==> config.mk <==
export PLATFORM = sky130hd
export DESIGN_NAME = dtc_top
export DESIGN_NICKNAME = d
export VERILOG_FILES = /design/src/pkg/dtc_pkg.sv /design/src/hdl/dtc_async_timer.sv /design/src/hdl/dtc_sched.sv /design/src/hdl/dtc_top.sv
export SDC_FILE = /design/constraint.sdc
export NUM_CORES = 1
export LEC_CHECK = 0
export BUFFER_PORTS_ARGS = -buffer_cell sky130_fd_sc_hd__buf_2
export CAP_MARGIN = 20
export CORE_MARGIN = 2
export CORE_UTILIZATION = 36
export DETAILED_ROUTE_END_ITERATION = 7
export SYNTH_ARGS = -nofsm -noshare
export SYNTH_HDL_FRONTEND = slang
export SYNTH_SLANG_ARGS = --single-unit
==> constraint.sdc <==
create_clock -name ref_clk_i -period 17.3 [get_ports ref_clk_i]
set_input_delay 0.865 -clock ref_clk_i [delete_from_list [all_inputs] [get_ports ref_clk_i]]
set_output_delay 0.865 -clock ref_clk_i [all_outputs]
set_load 0.05 [all_outputs]
==> src/pkg/dtc_pkg.sv <==
`default_nettype none
package dtc_pkg;

   // ==========================================================
   // register map
   localparam logic [7:0] DTC_CTRL_OFS = 8'h00;
   localparam logic [7:0] DTC_STAT_OFS = 8'h04;

   // control word, low bits of the data bus
   typedef struct packed {
      logic [4:0] wl;       // write latency in clocks
      logic pad1;
      logic [2:0] write_termination;   // mode_register_two write termination value
      logic pad0;
      logic crc_en;         // write crc mode
      logic pre2;           // two-clock write preamble
      logic dll_off;        // dll turned off
   } dtc_ctrl_t;

   localparam dtc_ctrl_t DTC_CTRL_RST = 13'h0b00;

   // termination strength selection
   typedef enum logic [1:0] {
      TERM_PARK = 2'b00,
      TERM_NOM = 2'b01,
      TERM_WR = 2'b10
   } dtc_term_t;

   // status word
   typedef struct packed {
      logic pin_dly;        // pin level after sync latency
      logic changing;       // asynchronous transition under way
      logic wr_active;      // write termination window open
      dtc_term_t sel;
   } dtc_stat_t;

   // write command as registered by the command decoder
   typedef struct packed {
      logic valid;
      logic bc4;            // burst chop 4, fixed or on the fly
   } dtc_wr_cmd_t;

   typedef enum logic [1:0] {
      AS_IDLE = 2'b00,
      AS_WAIT = 2'b01,
      AS_MOVE = 2'b10
   } dtc_async_t;

   // ==========================================================
   // timing
   localparam int DTC_CLK_NS = 8;
   localparam int ASYNC_ON_MIN_NS = 8;
   localparam int ASYNC_ON_MAX_NS = 24;
   localparam int ASYNC_OFF_MIN_NS = 8;
   localparam int ASYNC_OFF_MAX_NS = 24;
   localparam int ASYNC_ON_MIN_CYC = (ASYNC_ON_MIN_NS + DTC_CLK_NS - 1) / DTC_CLK_NS;
   localparam int ASYNC_ON_MAX_CYC = (ASYNC_ON_MAX_NS / DTC_CLK_NS < 1) ? 1 : ASYNC_ON_MAX_NS / DTC_CLK_NS;
   localparam int ASYNC_OFF_MIN_CYC = (ASYNC_OFF_MIN_NS + DTC_CLK_NS - 1) / DTC_CLK_NS;
   localparam int ASYNC_OFF_MAX_CYC = (ASYNC_OFF_MAX_NS / DTC_CLK_NS < 1) ? 1 : ASYNC_OFF_MAX_NS / DTC_CLK_NS;
   localparam int DTC_SCHED_DEPTH = 64;

endpackage
`default_nettype wire

==> src/hdl/dtc_async_timer.sv <==
`default_nettype none
// ==========================================================
// pin-driven termination for dll-off operation, no latency added
module dtc_async_timer
   import dtc_pkg::*;
#(
   parameter int ON_MIN = ASYNC_ON_MIN_CYC,
   parameter int ON_MAX = ASYNC_ON_MAX_CYC,
   parameter int OFF_MIN = ASYNC_OFF_MIN_CYC,
   parameter int OFF_MAX = ASYNC_OFF_MAX_CYC
)
(
   input wire logic ref_clk_i,
   input wire logic rst_i,
   input wire logic pin_i,
   output logic nom_o,
   output logic moving_o
);

   dtc_async_t state_q, state_d;
   logic lvl_q, lvl_d;
   logic [7:0] cnt_q, cnt_d;
   logic [7:0] min_c, max_c;

   // count from the sample; a pin flip back cancels the move
   always_comb
   begin
      min_c = pin_i ? 8'(ON_MIN) : 8'(OFF_MIN);
      max_c = pin_i ? 8'(ON_MAX) : 8'(OFF_MAX);
      state_d = state_q;
      lvl_d = lvl_q;
      case (state_q)
         AS_IDLE: cnt_d = 8'd1;
         default: cnt_d = cnt_q + 8'd1;
      endcase
      if (pin_i == lvl_q)
      begin
         state_d = AS_IDLE;
         cnt_d = 8'd0;
      end
      else if (cnt_d >= max_c)
      begin
         lvl_d = pin_i;
         state_d = AS_IDLE;
         cnt_d = 8'd0;
      end
      else
      begin
         state_d = (cnt_d >= min_c) ? AS_MOVE : AS_WAIT;
      end
   end

   always_ff @(posedge ref_clk_i or posedge rst_i)
   begin
      if (rst_i)
      begin
         state_q <= AS_IDLE;
         lvl_q <= 1'b0;
         cnt_q <= 8'd0;
      end
      else
      begin
         state_q <= state_d;
         lvl_q <= lvl_d;
         cnt_q <= cnt_d;
      end
   end

   assign nom_o = lvl_q;
   assign moving_o = (state_q == AS_MOVE);

   a_async_settle: assert property (
      @(posedge ref_clk_i) disable iff (rst_i)
      $changed(lvl_q) |-> ($past(cnt_q) + 8'd1 == $past(max_c)))
      else $error("async termination settled at wrong time");

   a_async_move: assert property (
      @(posedge ref_clk_i) disable iff (rst_i)
      $rose(moving_o) |-> (cnt_q >= $past(min_c)))
      else $error("async termination began moving too early");

endmodule
`default_nettype wire

==> src/hdl/dtc_sched.sv <==
`default_nettype none
// ==========================================================
// event schedule: value written at slot idx appears at out_o
// after idx further edges
module dtc_sched
   import dtc_pkg::*;
#(
   parameter int DEPTH = DTC_SCHED_DEPTH,
   localparam int IW = $clog2(DEPTH)
)
(
   input wire logic ref_clk_i,
   input wire logic rst_i,
   input wire logic ins_i,
   input wire logic val_i,
   input wire logic [IW-1:0] idx_i,
   output logic out_o
);

   logic [DEPTH-1:0] slot_q;
   logic [DEPTH-1:0] slot_d;

   // shift toward slot 0, then overwrite the chosen slot
   always_comb
   begin
      slot_d = {1'b0, slot_q[DEPTH-1:1]};
      if (ins_i)
      begin
         slot_d[idx_i] = val_i;
      end
   end

   always_ff @(posedge ref_clk_i or posedge rst_i)
   begin
      if (rst_i)
         slot_q <= '0;
      else
         slot_q <= slot_d;
   end

   assign out_o = slot_q[0];

endmodule
`default_nettype wire

==> src/hdl/dtc_top.sv <==
// What this block does
// write termination starts write latency minus two, or minus three with long preamble
// chop-4 release at on latency plus 4, 7, 5 or 8 by preamble and crc
// full burst release at on latency plus 6, 7, 7 or 8
// dll off means asynchronous termination timing
// asynchronous mode applies the pin with no additive or parity latency
// after pin high, leave park no sooner than min, reach nominal by max
// after pin low, leave nominal no sooner than min, reach park by max
// dynamic switching enabled when the write termination field is nonzero
// without writes, nominal follows pin with latency, park while pin low
// no dynamic switching with dll off; zero field disables it
// latencies fixed when each write command is registered
`default_nettype none
module dtc_top
   import dtc_pkg::*;
#(
   parameter int DEPTH = DTC_SCHED_DEPTH,
   localparam int IW = $clog2(DEPTH)
)
(
   input wire logic ref_clk_i,
   input wire logic rst_i,
   input wire logic [7:0] reg_addr_i,
   input wire logic [31:0] reg_wdata_i,
   input wire logic reg_we_i,
   input wire logic reg_re_i,
   output logic [31:0] reg_rdata_o,
   input wire dtc_wr_cmd_t wr_cmd_i,
   input wire logic term_pin_i,
   output dtc_term_t term_sel_o,
   output logic term_changing_o
);

   // ==========================================================
   // latency decode

   // release offset above the on latency, chop-4 vs full burst
   function automatic logic [6:0] rel_add(input logic pre2, input logic crc, input logic bc4);
      logic [1:0] mode;
      mode = {pre2, crc};
      rel_add = 7'd0;
      if (bc4)
      begin
         case (mode)
            2'b00: rel_add = 7'd4;
            2'b01: rel_add = 7'd7;
            2'b10: rel_add = 7'd5;
            default: rel_add = 7'd8;
         endcase
      end
      else
      begin
         case (mode)
            2'b00: rel_add = 7'd6;
            2'b11: rel_add = 7'd8;
            default: rel_add = 7'd7;
         endcase
      end
   endfunction

   // wl minus sub, never below one clock
   function automatic logic [6:0] lat_sub(input logic [4:0] wl, input logic [6:0] sub);
      lat_sub = ({2'b00, wl} > sub) ? {2'b00, wl} - sub : 7'd1;
   endfunction

   // a latency of n clocks lands in slot n-1 (output is one flop later)
   function automatic logic [IW-1:0] lat_idx(input logic [6:0] lat);
      lat_idx = IW'(lat - 7'd1);
   endfunction

   // ==========================================================
   // register file

   dtc_ctrl_t ctrl_q, ctrl_d;
   logic [31:0] rdata_q, rdata_d;
   dtc_stat_t stat_c;
   dtc_term_t term_q, term_d;
   logic chg_q, chg_d;
   logic wr_active_q, wr_active_d;
   logic sync_pin_c;

   always_comb
   begin
      stat_c.pin_dly = sync_pin_c;
      stat_c.changing = chg_q;
      stat_c.wr_active = wr_active_q;
      stat_c.sel = term_q;
   end

   // control write; read data stand only in the cycle after the strobe
   always_comb
   begin
      ctrl_d = ctrl_q;
      rdata_d = 32'h0000_0000;
      if (reg_we_i && reg_addr_i == DTC_CTRL_OFS)
      begin
         ctrl_d = dtc_ctrl_t'(reg_wdata_i[$bits(dtc_ctrl_t)-1:0]);
         ctrl_d.pad0 = 1'b0;
         ctrl_d.pad1 = 1'b0;
      end
      if (reg_re_i)
      begin
         case (reg_addr_i)
            DTC_CTRL_OFS: rdata_d = 32'(ctrl_q);
            DTC_STAT_OFS: rdata_d = 32'(stat_c);
            default: rdata_d = 32'h0000_0000; // unmapped reads zero
         endcase
      end
   end

   always_ff @(posedge ref_clk_i or posedge rst_i)
   begin
      if (rst_i)
      begin
         ctrl_q <= DTC_CTRL_RST;
         rdata_q <= 32'h0000_0000;
      end
      else
      begin
         ctrl_q <= ctrl_d;
         rdata_q <= rdata_d;
      end
   end

   // ==========================================================
   // write termination scheduling

   logic dyn_en_c;
   logic [6:0] on_lat_c, off_lat_c, pin_lat_c;
   logic on_evt, off_evt;

   // any set bit of the write termination field enables switching
   assign dyn_en_c = (ctrl_q.write_termination != 3'b000);

   // latencies taken from the settings in force at the command
   always_comb
   begin
      on_lat_c = lat_sub(ctrl_q.wl, ctrl_q.pre2 ? 7'd3 : 7'd2);
      off_lat_c = on_lat_c + rel_add(ctrl_q.pre2, ctrl_q.crc_en, wr_cmd_i.bc4);
      pin_lat_c = lat_sub(ctrl_q.wl, 7'd2);
   end

   // both events are queued at the command, so later latency setting changes
   // cannot stretch or cut a write already in flight
   dtc_sched #(
      .DEPTH(DEPTH)
   ) u_on_sched (
      .ref_clk_i(ref_clk_i),
      .rst_i(rst_i),
      .ins_i(wr_cmd_i.valid),
      .val_i(1'b1),
      .idx_i(lat_idx(on_lat_c)),
      .out_o(on_evt)
   );

   dtc_sched #(
      .DEPTH(DEPTH)
   ) u_off_sched (
      .ref_clk_i(ref_clk_i),
      .rst_i(rst_i),
      .ins_i(wr_cmd_i.valid),
      .val_i(1'b1),
      .idx_i(lat_idx(off_lat_c)),
      .out_o(off_evt)
   );

   // pin delayed by the synchronous on/off latency
   dtc_sched #(
      .DEPTH(DEPTH)
   ) u_pin_sched (
      .ref_clk_i(ref_clk_i),
      .rst_i(rst_i),
      .ins_i(1'b1),
      .val_i(term_pin_i),
      .idx_i(lat_idx(pin_lat_c)),
      .out_o(sync_pin_c)
   );

   // count of open write windows, so the release of an older write
   // cannot cut a later overlapping write short; a start and a release
   // in one cycle cancel, leaving the window open
   logic [IW-1:0] open_q, open_d;

   always_comb
   begin
      open_d = open_q;
      if (on_evt && !off_evt)
         open_d = open_q + IW'(1);
      else if (off_evt && !on_evt && open_q != '0)
         open_d = open_q - IW'(1);
      wr_active_d = (open_d != '0);
   end

   always_ff @(posedge ref_clk_i or posedge rst_i)
   begin
      if (rst_i)
      begin
         open_q <= '0;
         wr_active_q <= 1'b0;
      end
      else
      begin
         open_q <= open_d;
         wr_active_q <= wr_active_d;
      end
   end

   // ==========================================================
   // termination selection

   logic async_nom, async_moving;

   // pin goes straight in, bypassing all latency
   dtc_async_timer u_async (
      .ref_clk_i(ref_clk_i),
      .rst_i(rst_i),
      .pin_i(term_pin_i),
      .nom_o(async_nom),
      .moving_o(async_moving)
   );

   always_comb
   begin
      term_d = TERM_PARK;
      chg_d = 1'b0;
      if (ctrl_q.dll_off)
      begin
         term_d = async_nom ? TERM_NOM : TERM_PARK;
         chg_d = async_moving;
      end
      else if (wr_active_d && dyn_en_c)
         term_d = TERM_WR;
      else
         term_d = sync_pin_c ? TERM_NOM : TERM_PARK;
   end

   always_ff @(posedge ref_clk_i or posedge rst_i)
   begin
      if (rst_i)
      begin
         term_q <= TERM_PARK;
         chg_q <= 1'b0;
      end
      else
      begin
         term_q <= term_d;
         chg_q <= chg_d;
      end
   end

   assign term_sel_o = term_q;
   assign term_changing_o = chg_q;
   assign reg_rdata_o = rdata_q;

   // ==========================================================
   // checks

   // countdowns from the latest write to its expected events
   logic [6:0] chk_on_q, chk_on_d, chk_off_q, chk_off_d;

   always_comb
   begin
      chk_on_d = (chk_on_q != 7'd0) ? chk_on_q - 7'd1 : 7'd0;
      chk_off_d = (chk_off_q != 7'd0) ? chk_off_q - 7'd1 : 7'd0;
      if (wr_cmd_i.valid)
      begin
         chk_on_d = on_lat_c;
         chk_off_d = off_lat_c;
      end
   end

   always_ff @(posedge ref_clk_i or posedge rst_i)
   begin
      if (rst_i)
      begin
         chk_on_q <= 7'd0;
         chk_off_q <= 7'd0;
      end
      else
      begin
         chk_on_q <= chk_on_d;
         chk_off_q <= chk_off_d;
      end
   end

   a_wr_on_time: assert property (
      @(posedge ref_clk_i) disable iff (rst_i)
      (chk_on_q == 7'd1 && dyn_en_c && !ctrl_q.dll_off) |=> (term_sel_o == TERM_WR))
      else $error("write termination not selected at on latency");

   a_wr_release: assert property (
      @(posedge ref_clk_i) disable iff (rst_i)
      (chk_off_q == 7'd1) |=> (term_sel_o != TERM_WR))
      else $error("write termination not released at release latency");

   a_no_dyn_dll: assert property (
      @(posedge ref_clk_i) disable iff (rst_i)
      ctrl_q.dll_off |=> (term_sel_o != TERM_WR))
      else $error("write termination selected with dll off");

   a_dyn_gate: assert property (
      @(posedge ref_clk_i) disable iff (rst_i)
      !dyn_en_c |=> (term_sel_o != TERM_WR))
      else $error("write termination selected while disabled");

   a_park_pin_low: assert property (
      @(posedge ref_clk_i) disable iff (rst_i)
      (!ctrl_q.dll_off && !sync_pin_c && !wr_active_d) |=> (term_sel_o == TERM_PARK))
      else $error("park termination missing while pin low");

   a_async_mode: assert property (
      @(posedge ref_clk_i) disable iff (rst_i)
      (ctrl_q.dll_off && async_nom) |=> (term_sel_o == TERM_NOM))
      else $error("dll off termination does not follow async timer");

endmodule
`default_nettype wire

* After elaboration in Yosys (flattened, before gate mapping)
Cells that the tools add are included.
** Operators by class
- Add/subtract/negate cells :: 9
- Order comparisons :: 10
- Equal/unequal tests :: 6
- Muxes and demuxes :: 30
- Bitwise gates (word level) :: 3
- Reduce and logical (&&, ||, !) cells :: 17
** Operators by type and width (count)
- $mux W64 :: 2
- $or A63 B64 Y64 :: 2
- $bwmux W64 :: 1
- $pmux W13 S2 :: 1
- $mux W6 :: 4
- $mux W8 :: 3
- $sub A6 B1 Y6 const B :: 4
- $lt A6 B7 Y1 const B :: 3
- $demux W1 S6 :: 3
- $ge A6 B1 Y1 const B :: 3
- $mux W13 :: 1
- $pmux W4 S3 :: 1
- $reduce_bool A6 Y1 :: 2
- $mux W2 :: 5
- $add A8 B1 Y8 const B :: 1
- $eq A8 B3 Y1 const B :: 1
- $ge A8 B1 Y1 const B :: 1
- $ge A8 B2 Y1 const B :: 1
- $logic_and A1 B1 Y1 :: 8
- $logic_not A8 Y1 :: 1
- $pmux W4 S2 :: 1
- $mux W1 :: 7
- $add A6 B1 Y6 const B :: 1
- $add A6 B6 Y6 :: 1
- 13 further kinds :: 17
** Word-level totals
- Register bits after elaboration :: 256
- Input port bits :: 47
- Word-level logic and storage cells :: 91

* Depth between registers and ports, before layout
Gate-level depths: netlist (run 1).
- Depth in word-level cells :: 11
- Gate-level depth with buffers :: 19
- Gate-level depth less buffers :: 16

* By module
Synthesis (run 1) repeated with hierarchy kept, for this count alone.
** Second synthesis, totals
- Cells, all modules :: 1044
- Area, all modules :: 11802.6 µm²
** By module, submodules not included
- dtc_sched (u_off_sched ...) :: times used 2, cells an instance 248, area each 2962.8 µm²
- dtc_sched (u_pin_sched) :: times used 1, cells an instance 247, area each 3002.9 µm²
- dtc_top :: times used 1, cells an instance 251, area each 2343.5 µm²
- dtc_async_timer :: times used 1, cells an instance 50, area each 530.5 µm²

* Worst setup path after synthesis (run 1)
Ideal clock, no wire load.
- Path kind :: reg-to-reg
- Start point :: reg ctrl_q[8] in the netlist's numbering
- End point :: reg u_off_sched.slot_q[16]
- Library setup time :: 0.065 ns
- Data arrival time :: 3.910 ns
- Setup slack :: 13.325 ns
- Stages on the path, launching flop included :: 18
- Period minus slack after synthesis :: 3.975 ns
- Cell sequence :: dfstp_2 > clkbuf_1 > inv_1 > ha_1 > inv_1 > ha_1 > buf_2 > a21boi_0 > o21ai_0 > ha_1 > inv_1 > ha_1 > fa_1 > a21o_1 > a21oi_1 > xnor2_1 > nor3_1 > a21o_1
** Between the ends
- Longest elaborated chain between the ends :: 10
- Elaborated cells on any way between the ends :: 12
** Ends and longest elaborated chain
- start: declaration :: RTL line dtc_top.sv:74 : dtc_ctrl_t ctrl_q, ctrl_d;
- start signal: assignment :: RTL line dtc_top.sv:120 : ctrl_q <= ctrl_d;
- $sub A5 B2 Y6 / $gt A5 B2 Y1 (equally long branches) :: RTL line dtc_top.sv:63 : lat_sub = ({2'b00, wl} > sub) ? {2'b00, wl} - sub : 7'd1;
- $mux W6 * :: RTL line dtc_top.sv:63
- $add A6 B6 Y6 * :: RTL line dtc_top.sv:139 : off_lat_c = on_lat_c + rel_add(ctrl_q.pre2, ctrl_q.crc_en, wr_cmd_i.bc4);
- $sub A6 B1 Y6 * :: RTL line dtc_top.sv:68 : lat_idx = IW'(lat - 7'd1);
- $lt A6 B7 Y1 (not written as such) / $ge A6 B1 Y1 (equally long branches) :: RTL line dtc_sched.sv:29 : slot_d[idx_i] = val_i;
- $logic_and A1 B1 Y1 (not written as such) :: RTL line dtc_sched.sv:29
- $mux W1 (not written as such) :: RTL line dtc_sched.sv:29
- $demux W1 S6 *
- $or A63 B64 Y64 (no line) *
- $mux W64 * :: RTL line dtc_sched.sv:27 : if (ins_i)
- named net u_off_sched.slot_d[16] :: RTL line dtc_sched.sv:21 : logic [DEPTH-1:0] slot_d;
- end signal: assignment :: RTL line dtc_sched.sv:38 : slot_q <= slot_d;
- end: declaration :: RTL line dtc_sched.sv:20 : logic [DEPTH-1:0] slot_q;
Mark *: on every way through the listed nets, which the timed path passes. The rest lies on a longest branch.
A chain may end at the register's enable or synchronous reset.

* Final worst setup path (run 1)
- Start point :: reg ctrl_q[8] in the netlist's numbering
- End point :: reg u_off_sched.slot_q[21]
The elaborated chain is that of the path after synthesis.

==> results.md, run 1 <==
* Worst Max-Slew Pin Slew at 1.01 ns
* Layout cells sized above 1 at 19.5%
* Final Util at 41.2%
* Post-synth EDFFs at 0
* Initial Utilization at 36.8%
* Worst setup EP type: flip-flop
* Clock share of power at 35.0%
* Max Slew Vio Count at 0
* Crit path buf inv count at 3
* Multi-input logic area at 3660 um^2
* Critical Path Source Type: flip-flop
* Core Region at 27100 um^2
* Critical Path AT at 4.96 ns
* DR pass1 iterations at 5
* Post-CTS resize count at 0
* Fin Setup TNS at 0 ns
* Power share of the sequential group at 45.7%
* Max Clk Rate at 221 MHz
* Initial antenna violation count at 0
* Switching share of power at 28.5%
* # setup viols final at 0
* Mapped Area at 9990 um^2
* DRC Markers at 0
* First-pass GRT wire length at 31.0 mm
* Worst path top cell family by delay: adder cells
* Critical-path cell list: inv_1 -> ha_1 -> inv_1 -> ha_1 -> a21boi_0 -> o21ai_0 -> ha_1 -> inv_1 -> ha_1 -> fa_1 -> a21o_1 -> a21oi_1 -> xnor2_1 -> nor3_1 -> a21o_1
* Largest net degree at the start of global routing at 116
* Vias in the first global route at 5972
* Post-DR vias/cell at 4.85
* Clk buf depth at 3
* Fillers at 2579
* Pint at 0.00106 W
* Sequential Area at 5910 um^2
* Top Ports at 82
* Max incr delay on CP at 0.76 ns
* Dominant cell type by area after synthesis: dfrtp_1
* Netlist cell types at 65
* Detail Route Antenna Nets at 0
* Row count at 60
* Synthesis-stage register bit count at 236
* Inserted Diodes at 0
* Drt total wl at 18.2 mm
* Crit Path Max Fanout at 10
* Top-count cell post-synth: dfrtp_1
* Critical setup path kind: reg -> reg
* Post-synthesis sequential area ratio at 59.2%
* Routed len/inst at 14.8 um
* Yosys top cell area share at 58.4%
* Warnings from Yosys at 0
* Minimum clock period at 4.52 ns
* Fin area at 11200 um^2
* Worst skew pair latency at 0.51 ns
* CTS buffer count at 25
* Gate Count Post-Synth at 841
* Post-DP HPWL at 11.6 mm
* Total power at 0.00149 W
* Gr ovfl total at 0
* Chip Height at 171 um
* Die width at 171 um
* Clock sinks at 236
* RSZ-0062 raised after global routing: no
* CTS H-tree lvls at 1
* I/O Buffers at 40
* Critical Path RT at 17.74 ns
* Final nets at 915
* Psw at 0.000424 W
* Total GRT Usage at 13.2%
* Syn_area_per_cell at 11.9 um^2
* Clk Tree Root Cell: clkbuf_16
* RD Place Congestion at 0.777
* Period utilization at 26.1%
* CTS tree: yes
* Clock skew at 0.00684 ns
* Rel. slew slack at 32.0%
* Status: finished clean
* Hold Fails Final Rpt at 0
* Cell Pwr Density at 133 nW/um^2
* Die area at 29100 um^2
* Main synth FF type: dfrtp_1
* Most frequent cells after synthesis: dfrtp_1 (233), a21o_1 (86), clkbuf_1 (60)
* Main area contributors after synthesis: dfrtp_1 (58%), a21o_1 (6.5%), mux2_2 (6.4%), ha_1 (2.5%), clkbuf_1 (2.3%)
* CTS Hold Bufs at 0
* CP dominant cell by count: ha_1
* Gate power share at 19.3%
* Max VDD drop at 73.6 uV
* Hold Path Class: reg -> reg
* Initial DRC count at 381
* Layout area overhead at 11.8%
* Static leakage at 5.94 nW
* Async SR Flop Fraction at 100%
* Routed vias at 5993
* Max-Cap Viols at 0
* Critical path's slowest cell: nor3_1
* Post-DP Area at 10300 um^2
* Clock transition at path regs at 0.06 ns
* Number of setup buffers added after CTS at 0
-- routing by layer --
layer | global-route usage (%) | part of all wire [%]
met5 | 0 | 0
met4 | 4.38 | 3.1
met3 | 2.04 | 2.9
met2 | 20.3 | 46
met1 | 19.2 | 49
-- cell usage in the layout (no fill, tap or decap), types with 13 or more instances in the layout --
cell / count
a21o_1: 86
clkbuf_16: 25
nor3_1: 36
o21ai_0: 15
nand2b_1: 13
nand3_1: 25
conb_1: 26
buf_2: 40
nand2_1: 27
and2_1: 13
mux2_2: 57
inv_1: 22
o21bai_1: 15
nor2_1: 50
dfrtp_1: 233
ha_1: 20
-- layout make-up --
class,instances,area share (%)
Inverter,23,0.841
Clock inverter,8,0.841
Sequential cell,236,53.0
Clock buffer,35,6.39
Multi-Input combinational cell,517,32.8
Timing Repair Buffer,44,2.04
Tap cell,372,4.17
-- power groups by stage --
stage / combinational, W / sequential [W] / clock, W
global placement: 0.000286 / 0.000688 / 0
finish: 0.000288 / 0.000680 / 0.000521
CTS: 0.000292 / 0.000680 / 0.000539
global route: 0.000325 / 0.000689 / 0.000562
floorplan: 0.000238 / 0.000675 / 0
detailed placement: 0.000290 / 0.000689 / 0
-- metrics by stage --
step           std cells  setup WS [ns]  hold slack, ns
2_1_floorplan        866           9.97           0.404
3_3_place_gp        1191          12.82           0.332
3_5_place_dp        1191          12.77           0.335
4_1_cts             1234          12.75           0.348
5_1_grt             1235          12.34           0.355
6_report            1235          12.78           0.347
-- kinds of logic (layout without fill, tap and decap cells) --
logic type	after synthesis	in the layout	share of synthesized area, %
compound gates	166	166	12.5
xor+xnor	15	15	1.39
fa+ha+maj	21	21	2.71
buf+inv	113	110	5.15
flops	236	236	59.2
mux	63	63	7.04
other cells	1	26	0.0376
simple gates	226	226	12.0
-- registers in the layout, summed over array words and instances, names as in the netlist --
register,cells
u_off_sched.slot_q,64
u_pin_sched.slot_q,64
term_changing_o,1
wr_active_q,1
u_async.cnt_q,8
u_on_sched.slot_q,64
u_async.nom_o,1
open_q,6
term_sel_o,2
reg_rdata_o,12
ctrl_q,11
u_async.state_q,2
-- worst paths after layout --
kind	start	endpoint	slack (ns)	depth (start not counted)
setup / recovery	ctrl_q[8]	u_off_sched.slot_q[21]	12.78	15
hold / removal	u_pin_sched.slot_q[52]	u_pin_sched.slot_q[51]	0.35	0
setup reg to reg	ctrl_q[8]	u_off_sched.slot_q[21]	12.78	15
hold reg to reg	u_pin_sched.slot_q[52]	u_pin_sched.slot_q[51]	0.35	0
max in group asynchronous	rst_i	u_on_sched.slot_q[37]	15.48	3
min in group asynchronous	rst_i	u_pin_sched.slot_q[54]	0.51	2
-- worst register-to-register path, stage by stage, from the launching register on --
cell      delay (ns)
dfstp_2         0.61
inv_1           0.12
ha_1            0.22
inv_1           0.06
ha_1            0.29
a21boi_0        0.31
o21ai_0         0.22
ha_1            0.34
inv_1           0.04
ha_1            0.21
fa_1            0.43
a21o_1          0.18
a21oi_1         0.24
xnor2_1         0.16
nor3_1          0.76
a21o_1          0.26
(Power assumes the default switching activity.)
==> inputs of run 2 (changes only) <==
clock period = 4.4 ns   (was 17.3 ns; I/O delays follow)
==> run 2 against run 1 <==
  * Total power grew to 4.0 times the previous value
  * Maximum frequency is 14% higher
  * Clock skew rose by 0.0042 ns
  * First-iteration DRC count up 5.2%
  * Design area grew 1.8%
  * Combinational power rose to 4.0 times the previous value
  * Sequential cell count stayed put
  * Global-route usage grew 0.11 points
  * Die area stayed put
  * Via count up 0.70%
  * Critical endpoint is now u_off_sched.slot_q[49]
  * Largest cell class unchanged
  * Highest routed layer unchanged
==> results.md, run 2 (synthesized netlist as in run 1, its figures left out) <==
* Cell Pwr Density at 523 nW/um^2 (+290%)
* Max-Cap Viols at 0 (unchanged)
* Die area at 29100 um^2 (unchanged)
* Detail Route Antenna Nets at 0 (unchanged)
* Final nets at 932 (+1.9%)
* Static leakage at 6.03 nW (+1.5%)
* Critical Path RT at 4.83 ns (-12.91 ns)
* Rel. slew slack at 50.1% (+18 points)
* Final Util at 41.9% (+0.76 points)
* Drt total wl at 18.6 mm (+2.1%)
* Largest regs: u_off_sched.slot_q: 64 flops, u_on_sched.slot_q: 64 flops, u_pin_sched.slot_q: 64 flops
* Initial DRC count at 401 (+5.2%)
* Clock transition at path regs at 0.06 ns (about the same)
* Chip Height at 171 um (unchanged)
* Max incr delay on CP at 0.62 ns (-0.14 ns)
* Reg2Reg Capture Point: u_off_sched.slot_q[49]
* Clock sinks at 236 (unchanged)
* Worst path top cell family by delay: adder cells
* RSZ-0062 raised after global routing: yes
* Core Region at 27100 um^2 (unchanged)
* Vias in the first global route at 5970 (-0.033%)
* Initial antenna violation count at 0 (unchanged)
* Hold Crit Start: reg_addr_i[2]
* Row count at 60 (unchanged)
* Crit Path Max Fanout at 10 (unchanged)
* Inserted Diodes at 0 (unchanged)
* CTS buffer count at 25 (unchanged)
* Initial Utilization at 36.8% (unchanged)
* Hold Fails Final Rpt at 0 (unchanged)
* Largest net degree at the start of global routing at 133 (+15%)
* Post-DP Area at 10400 um^2 (+0.64%)
* Period utilization at 90.1% (+64 points)
* RD Place Congestion at 0.778 (+0.18%)
* Critical-path cell list: inv_1 -> ha_1 -> inv_1 -> ha_1 -> a21boi_0 -> o21ai_0 -> ha_1 -> inv_1 -> ha_1 -> fa_1 -> a21o_1 -> a21oi_1 -> xor2_1 -> or3_1 -> o21bai_1
* Routed len/inst at 14.9 um (+0.53%)
* Critical setup path kind: reg -> reg
* CTS tree: yes
* Fillers at 2567 (-0.47%)
* Place WS at 0.444 ns (-12.33 ns)
* Worst Hold End: reg_rdata_o[3]
* Multi-input logic area at 3660 um^2 (unchanged)
* Die width at 171 um (unchanged)
* Worst r2r path cells at 15 (unchanged)
* Gr ovfl total at 0 (unchanged)
* Worst skew pair latency at 0.51 ns (about the same)
* Crit path buf inv count at 3 (unchanged)
* Post-CTS resize count at 0 (unchanged)
* Layout area overhead at 13.8%
* Critical Path AT at 4.40 ns (-0.56 ns)
* First-pass GRT wire length at 31.5 mm (+1.7%)
* Minimum clock period at 3.97 ns (-0.551 ns)
* Worst setup EP type: flip-flop
* Fin area at 11400 um^2 (+1.8%)
* I/O Buffers at 40 (unchanged)
* Critical path's slowest cell: dfstp_2
* Max VDD drop at 297 uV (+300%)
* Max Clk Rate at 252 MHz (+14%)
* Commonest non-fill, non-tap cells in the layout: dfrtp_1 (233), a21o_1 (86), mux2_2 (57)
* Post-DR vias/cell at 4.81 (-0.82%)
* DRC Markers at 0 (unchanged)
* # setup viols final at 0 (unchanged)
* Clock skew at 0.0111 ns (+0.00423 ns)
* Worst r2r src: ctrl_q[8]
* Max Slew Vio Count at 0 (unchanged)
* DR pass1 iterations at 4 (-1)
* Clk buf depth at 3 (unchanged)
* Worst Max-Slew Pin Slew at 0.748 ns (-0.265 ns)
* Final hold slack at 0.0507 ns (-0.296 ns)
* Post-DP HPWL at 11.8 mm (+1.3%)
* Clk Tree Root Cell: clkbuf_16
* CP dominant cell by count: ha_1
* R2r setup slk at 0.43 ns (-12.35 ns)
* Status: finished clean
* Final WS setup at 0.434 ns (-12.35 ns)
* Total GRT Usage at 13.3% (+0.11 points)
* Top Ports at 82 (unchanged)
* Commonest non-fill, non-tap cell in the layout: dfrtp_1
* Sequential Area at 5910 um^2 (unchanged)
* CTS H-tree lvls at 1 (unchanged)
* Hold Path Class: in -> reg
* Layout cells sized above 1 at 20.1% (+0.60 points)
* Critical Path Source Type: flip-flop
* Hold path cells at 3 (+3)
* Routed vias at 6035 (+0.70%)
## run 2: cell count changes in the layout (fill, tap and decap cells not counted), sizes merged, moves of 2 or more
cell         delta
inv             -2
clkinvlp        +3
clkbuf          -5
buf             +6
clkinv          +4
dlygate4sd3    +12
## run 2: area by class of cell
class | instances | share of cell area [%]
clock buffers | 31 | 5.97
repair buffers | 61 | 3.63
inverters | 23 | 0.793
multi-input cells | 517 | 32.2
flip-flops and latches | 236 | 52.0
clock inverters | 14 | 1.35
well taps | 372 | 4.10
## run 2: worst min-delay path: stages
cell and delay (ns):
buf_2 0.19, nand2_1 0.09, nor2_1 0.04
## run 2: repair_timing
item,CTS,global route
buffers inserted,0,0
endpoints found under the setup margin,0,1
hold buffers,12,0
endpoints found under the hold margin,31,0
## run 2: layer usage
metal,part of all wire (%),routed length (um),global-route usage [%],vias up
li1,-,-,-,2885
met1,49,9140,19.4,3027
met2,45,8410,20.4,89
met3,3.1,573,2.27,34
met4,2.7,498,3.98,0
met5,0,0,0,-
## run 2: through the flow
stage	total power, W	instances	TNS [ns]
finish	0.00594	1254	0
global route	0.00629	1254	-0.00296
CTS	0.00601	1254	0
detailed placement	0.00387	1197	0
global placement	0.00385	1197	0
floorplan	0.00359	866	0
## run 2: how the worst max path moves through the flow
stage	from	end	depth (start not counted)
after floorplan	ctrl_q[8]	u_off_sched.slot_q[16]	17
after global placement	ctrl_q[8]	u_off_sched.slot_q[51]	15
after detailed placement	ctrl_q[8]	u_off_sched.slot_q[60]	15
after CTS	ctrl_q[8]	u_off_sched.slot_q[58]	15
after global routing	ctrl_q[8]	u_off_sched.slot_q[58]	15
final	ctrl_q[8]	u_off_sched.slot_q[49]	15
## run 2: where the power goes
group          switching (W)  total (W)  internal (W)
logic               0.000688    0.00116      0.000472
registers           0.000184    0.00268       0.00249
clock network       0.000836    0.00210       0.00127
total                0.00171    0.00594       0.00423
==> inputs of run 3 (changes only) <==
CELL_PAD_IN_SITES_DETAIL_PLACEMENT = 1   (was not set)
CELL_PAD_IN_SITES_GLOBAL_PLACEMENT = 2   (was not set)
PLACE_DENSITY_LB_ADDON = 0.1   (was not set)
==> run 3 against run 2 <==
  * Global-route usage rose by 2.5 points
  * Critical endpoint is now u_off_sched.slot_q[56]
  * Design area rose by 2.3%
  * Die area did not move
  * First-iteration DRC count fell by 35%
  * Combinational power rose by 4%
==> results.md, run 3 (synthesized netlist as in run 1, its figures left out) <==
* Max-Cap Viols at 0 (unchanged)
* RD Place Congestion at 0.804 (+3.3%)
* Worst r2r src: ctrl_q[8]
* Critical setup path kind: reg -> reg
* Switching share of power at 28.7% (about the same)
* Initial antenna violation count at 0 (unchanged)
* Clk Tree Root Cell: clkbuf_16
* Post-DR vias/cell at 4.83 (+0.28%)
* CTS H-tree lvls at 1 (unchanged)
* # setup viols final at 0 (unchanged)
* Max Clk Rate at 249 MHz (-1.3%)
* First-pass GRT wire length at 37.0 mm (+17%)
* Crit Path Max Fanout at 8 (-2)
* Clock share of power at 38.9% (+3.5 points)
* Clk buf depth at 3 (unchanged)
* Psw at 0.00183 W (+7.2%)
* Gate power share at 19.0% (-0.5 points)
* Hold Path Class: in -> reg
* Max Slew Vio Count at 0 (unchanged)
* Largest net degree at the start of global routing at 68 (-49%)
* Detail Route Antenna Nets at 0 (unchanged)
* CP dominant cell by count: ha_1
* Hold Fails Final Rpt at 0 (unchanged)
* Clock transition at path regs at 0.06 ns (about the same)
* Clock sinks at 236 (unchanged)
* Critical Path RT at 4.85 ns (+0.02 ns)
* CTS buffer count at 28 (+12%)
* Number of setup buffers added after CTS at 0 (unchanged)
* Worst Setup SP: ctrl_q[8]
* RSZ-0062 raised after global routing: no
* Die width at 171 um (unchanged)
* Inserted Diodes at 0 (unchanged)
* DRC Markers at 0 (unchanged)
* Commonest non-fill, non-tap cells in the layout: dfrtp_1 (233), a21o_1 (86), mux2_2 (57)
* Pint at 0.00454 W (+7.2%)
* Post-DP HPWL at 14.6 mm (+24%)
* Hold Crit Start: reg_addr_i[2]
* DR pass1 iterations at 4 (unchanged)
* Status: finished clean
* Chip Height at 171 um (unchanged)
* Layout cells sized above 1 at 21.3% (+1.2 points)
* Post-DP Area at 10500 um^2 (+0.48%)
* Crit path buf inv count at 3 (unchanged)
* Clock skew at 0.0105 ns (-0.000589 ns)
* Routed len/inst at 17.3 um (+16%)
* Vias in the first global route at 6765 (+13%)
* Static leakage at 6.16 nW (+2.1%)
* Layout area overhead at 16.4%
* Final nets at 941 (+0.97%)
* Top Ports at 82 (unchanged)
* Worst setup EP type: flip-flop
* Cell Pwr Density at 548 nW/um^2 (+4.8%)
* Max incr delay on CP at 0.55 ns (-0.07 ns)
* Critical path's slowest cell: or3_1
* Critical Path Source Type: flip-flop
* Commonest non-fill, non-tap cell in the layout: dfrtp_1
* Power share of the sequential group at 42.1% (-3.0 points)
* Die area at 29100 um^2 (unchanged)
* I/O Buffers at 40 (unchanged)
* Core Region at 27100 um^2 (unchanged)
* Largest regs: u_off_sched.slot_q: 64 flops, u_on_sched.slot_q: 64 flops, u_pin_sched.slot_q: 64 flops
* Total GRT Usage at 15.8% (+2.5 points)
* Rel. slew slack at 50.9% (+0.80 points)
* Critical-path cell list: inv_1 -> ha_1 -> inv_1 -> ha_1 -> a21boi_0 -> o21ai_0 -> ha_1 -> inv_1 -> ha_1 -> fa_1 -> a21o_1 -> a21oi_1 -> xor2_1 -> or3_1 -> o21bai_1
* Gr ovfl total at 0 (unchanged)
* Max VDD drop at 277 uV (-6.7%)
* Initial DRC count at 261 (-35%)
* Drt total wl at 21.8 mm (+17%)
* Routed vias at 6110 (+1.2%)
* Worst path top cell family by delay: adder cells
* Minimum clock period at 4.02 ns (+0.0509 ns)
* CTS tree: yes
* Post-CTS resize count at 0 (unchanged)
* Worst Max-Slew Pin Slew at 0.734 ns (-0.0148 ns)
* Fin area at 11600 um^2 (+2.3%)
* Critical Path AT at 4.47 ns (+0.07 ns)
* Initial Utilization at 36.8% (unchanged)
* Fin Setup TNS at 0 ns (unchanged)
* Worst skew pair latency at 0.54 ns (+0.03 ns)
* Row count at 60 (unchanged)
* Period utilization at 91.3% (+1.2 points)
* Final Util at 42.9% (+0.95 points)
==> run 3: layout make-up <==
type,instances,area [um^2]
clock inverters,15,228
flip-flops and latches,236,5910
fillers,2869,15500
clock buffers,36,791
inverters,23,90.1
multi-input cells,517,3660
well taps,372,465
repair buffers,67,483
==> run 3: layer usage <==
| layer | part of all wire (%) | up-vias | GRT usage, % |
|---|---|---|---|
| met1 | 49 | 3109 | 22.9 |
| li1 | - | 2902 | - |
| met5 | 0 | - | 0 |
| met4 | 1.6 | 0 | 3.64 |
| met2 | 46 | 69 | 25.0 |
| met3 | 2.9 | 30 | 2.31 |
==> run 3: path summary, 6_finish.rpt <==
| kind | endpoint | slack (ns) | cells after the start |
|---|---|---|---|
| setup / recovery | u_off_sched.slot_q[56] | 0.38 | 15 |
| setup reg to reg | u_off_sched.slot_q[56] | 0.38 | 15 |
| min in group asynchronous | term_sel_o[0] | 0.15 | 3 |
| max in group asynchronous | u_off_sched.slot_q[35] | 3.37 | 5 |
| hold / removal | reg_rdata_o[3] | 0.05 | 3 |
| hold reg to reg | u_on_sched.slot_q[56] | 0.34 | 0 |
==> run 3: power groups by stage <==
stage	logic, W	registers [W]	clock network [W]
2_1_floorplan	0.000936	0.00266	0
3_3_place_gp	0.00117	0.00271	0
3_5_place_dp	0.00121	0.00272	0
4_1_cts	0.00123	0.00268	0.00256
5_1_grt	0.00137	0.00272	0.00267
6_report	0.00121	0.00268	0.00248
==> run 3: worst min-delay path, stage by stage <==
cell	delay, ns
buf_2	0.20
nand2_1	0.09
nor2_1	0.04
==> run 3: metrics by stage <==
| stage | hold WS, ns | std cells | setup slack [ns] | total power (W) |
|---|---|---|---|---|
| final | 0.0549 | 1266 | 0.383 | 0.00637 |
| after global routing | 0.0526 | 1266 | 0.0646 | 0.00676 |
| after CTS | 0.0309 | 1265 | 0.335 | 0.00647 |
| after detailed placement | 0.336 | 1202 | 0.353 | 0.00393 |
| after global placement | 0.334 | 1202 | 0.535 | 0.00387 |
| after floorplan | 0.371 | 866 | 0.425 | 0.00359 |
==> run 3: what timing repair did <==
| action | in CTS | in global routing |
|---|---|---|
| endpoints found under the setup margin | 0 | 0 |
| hold buffers | 12 | 0 |
| endpoints found under the hold margin | 52 | 0 |
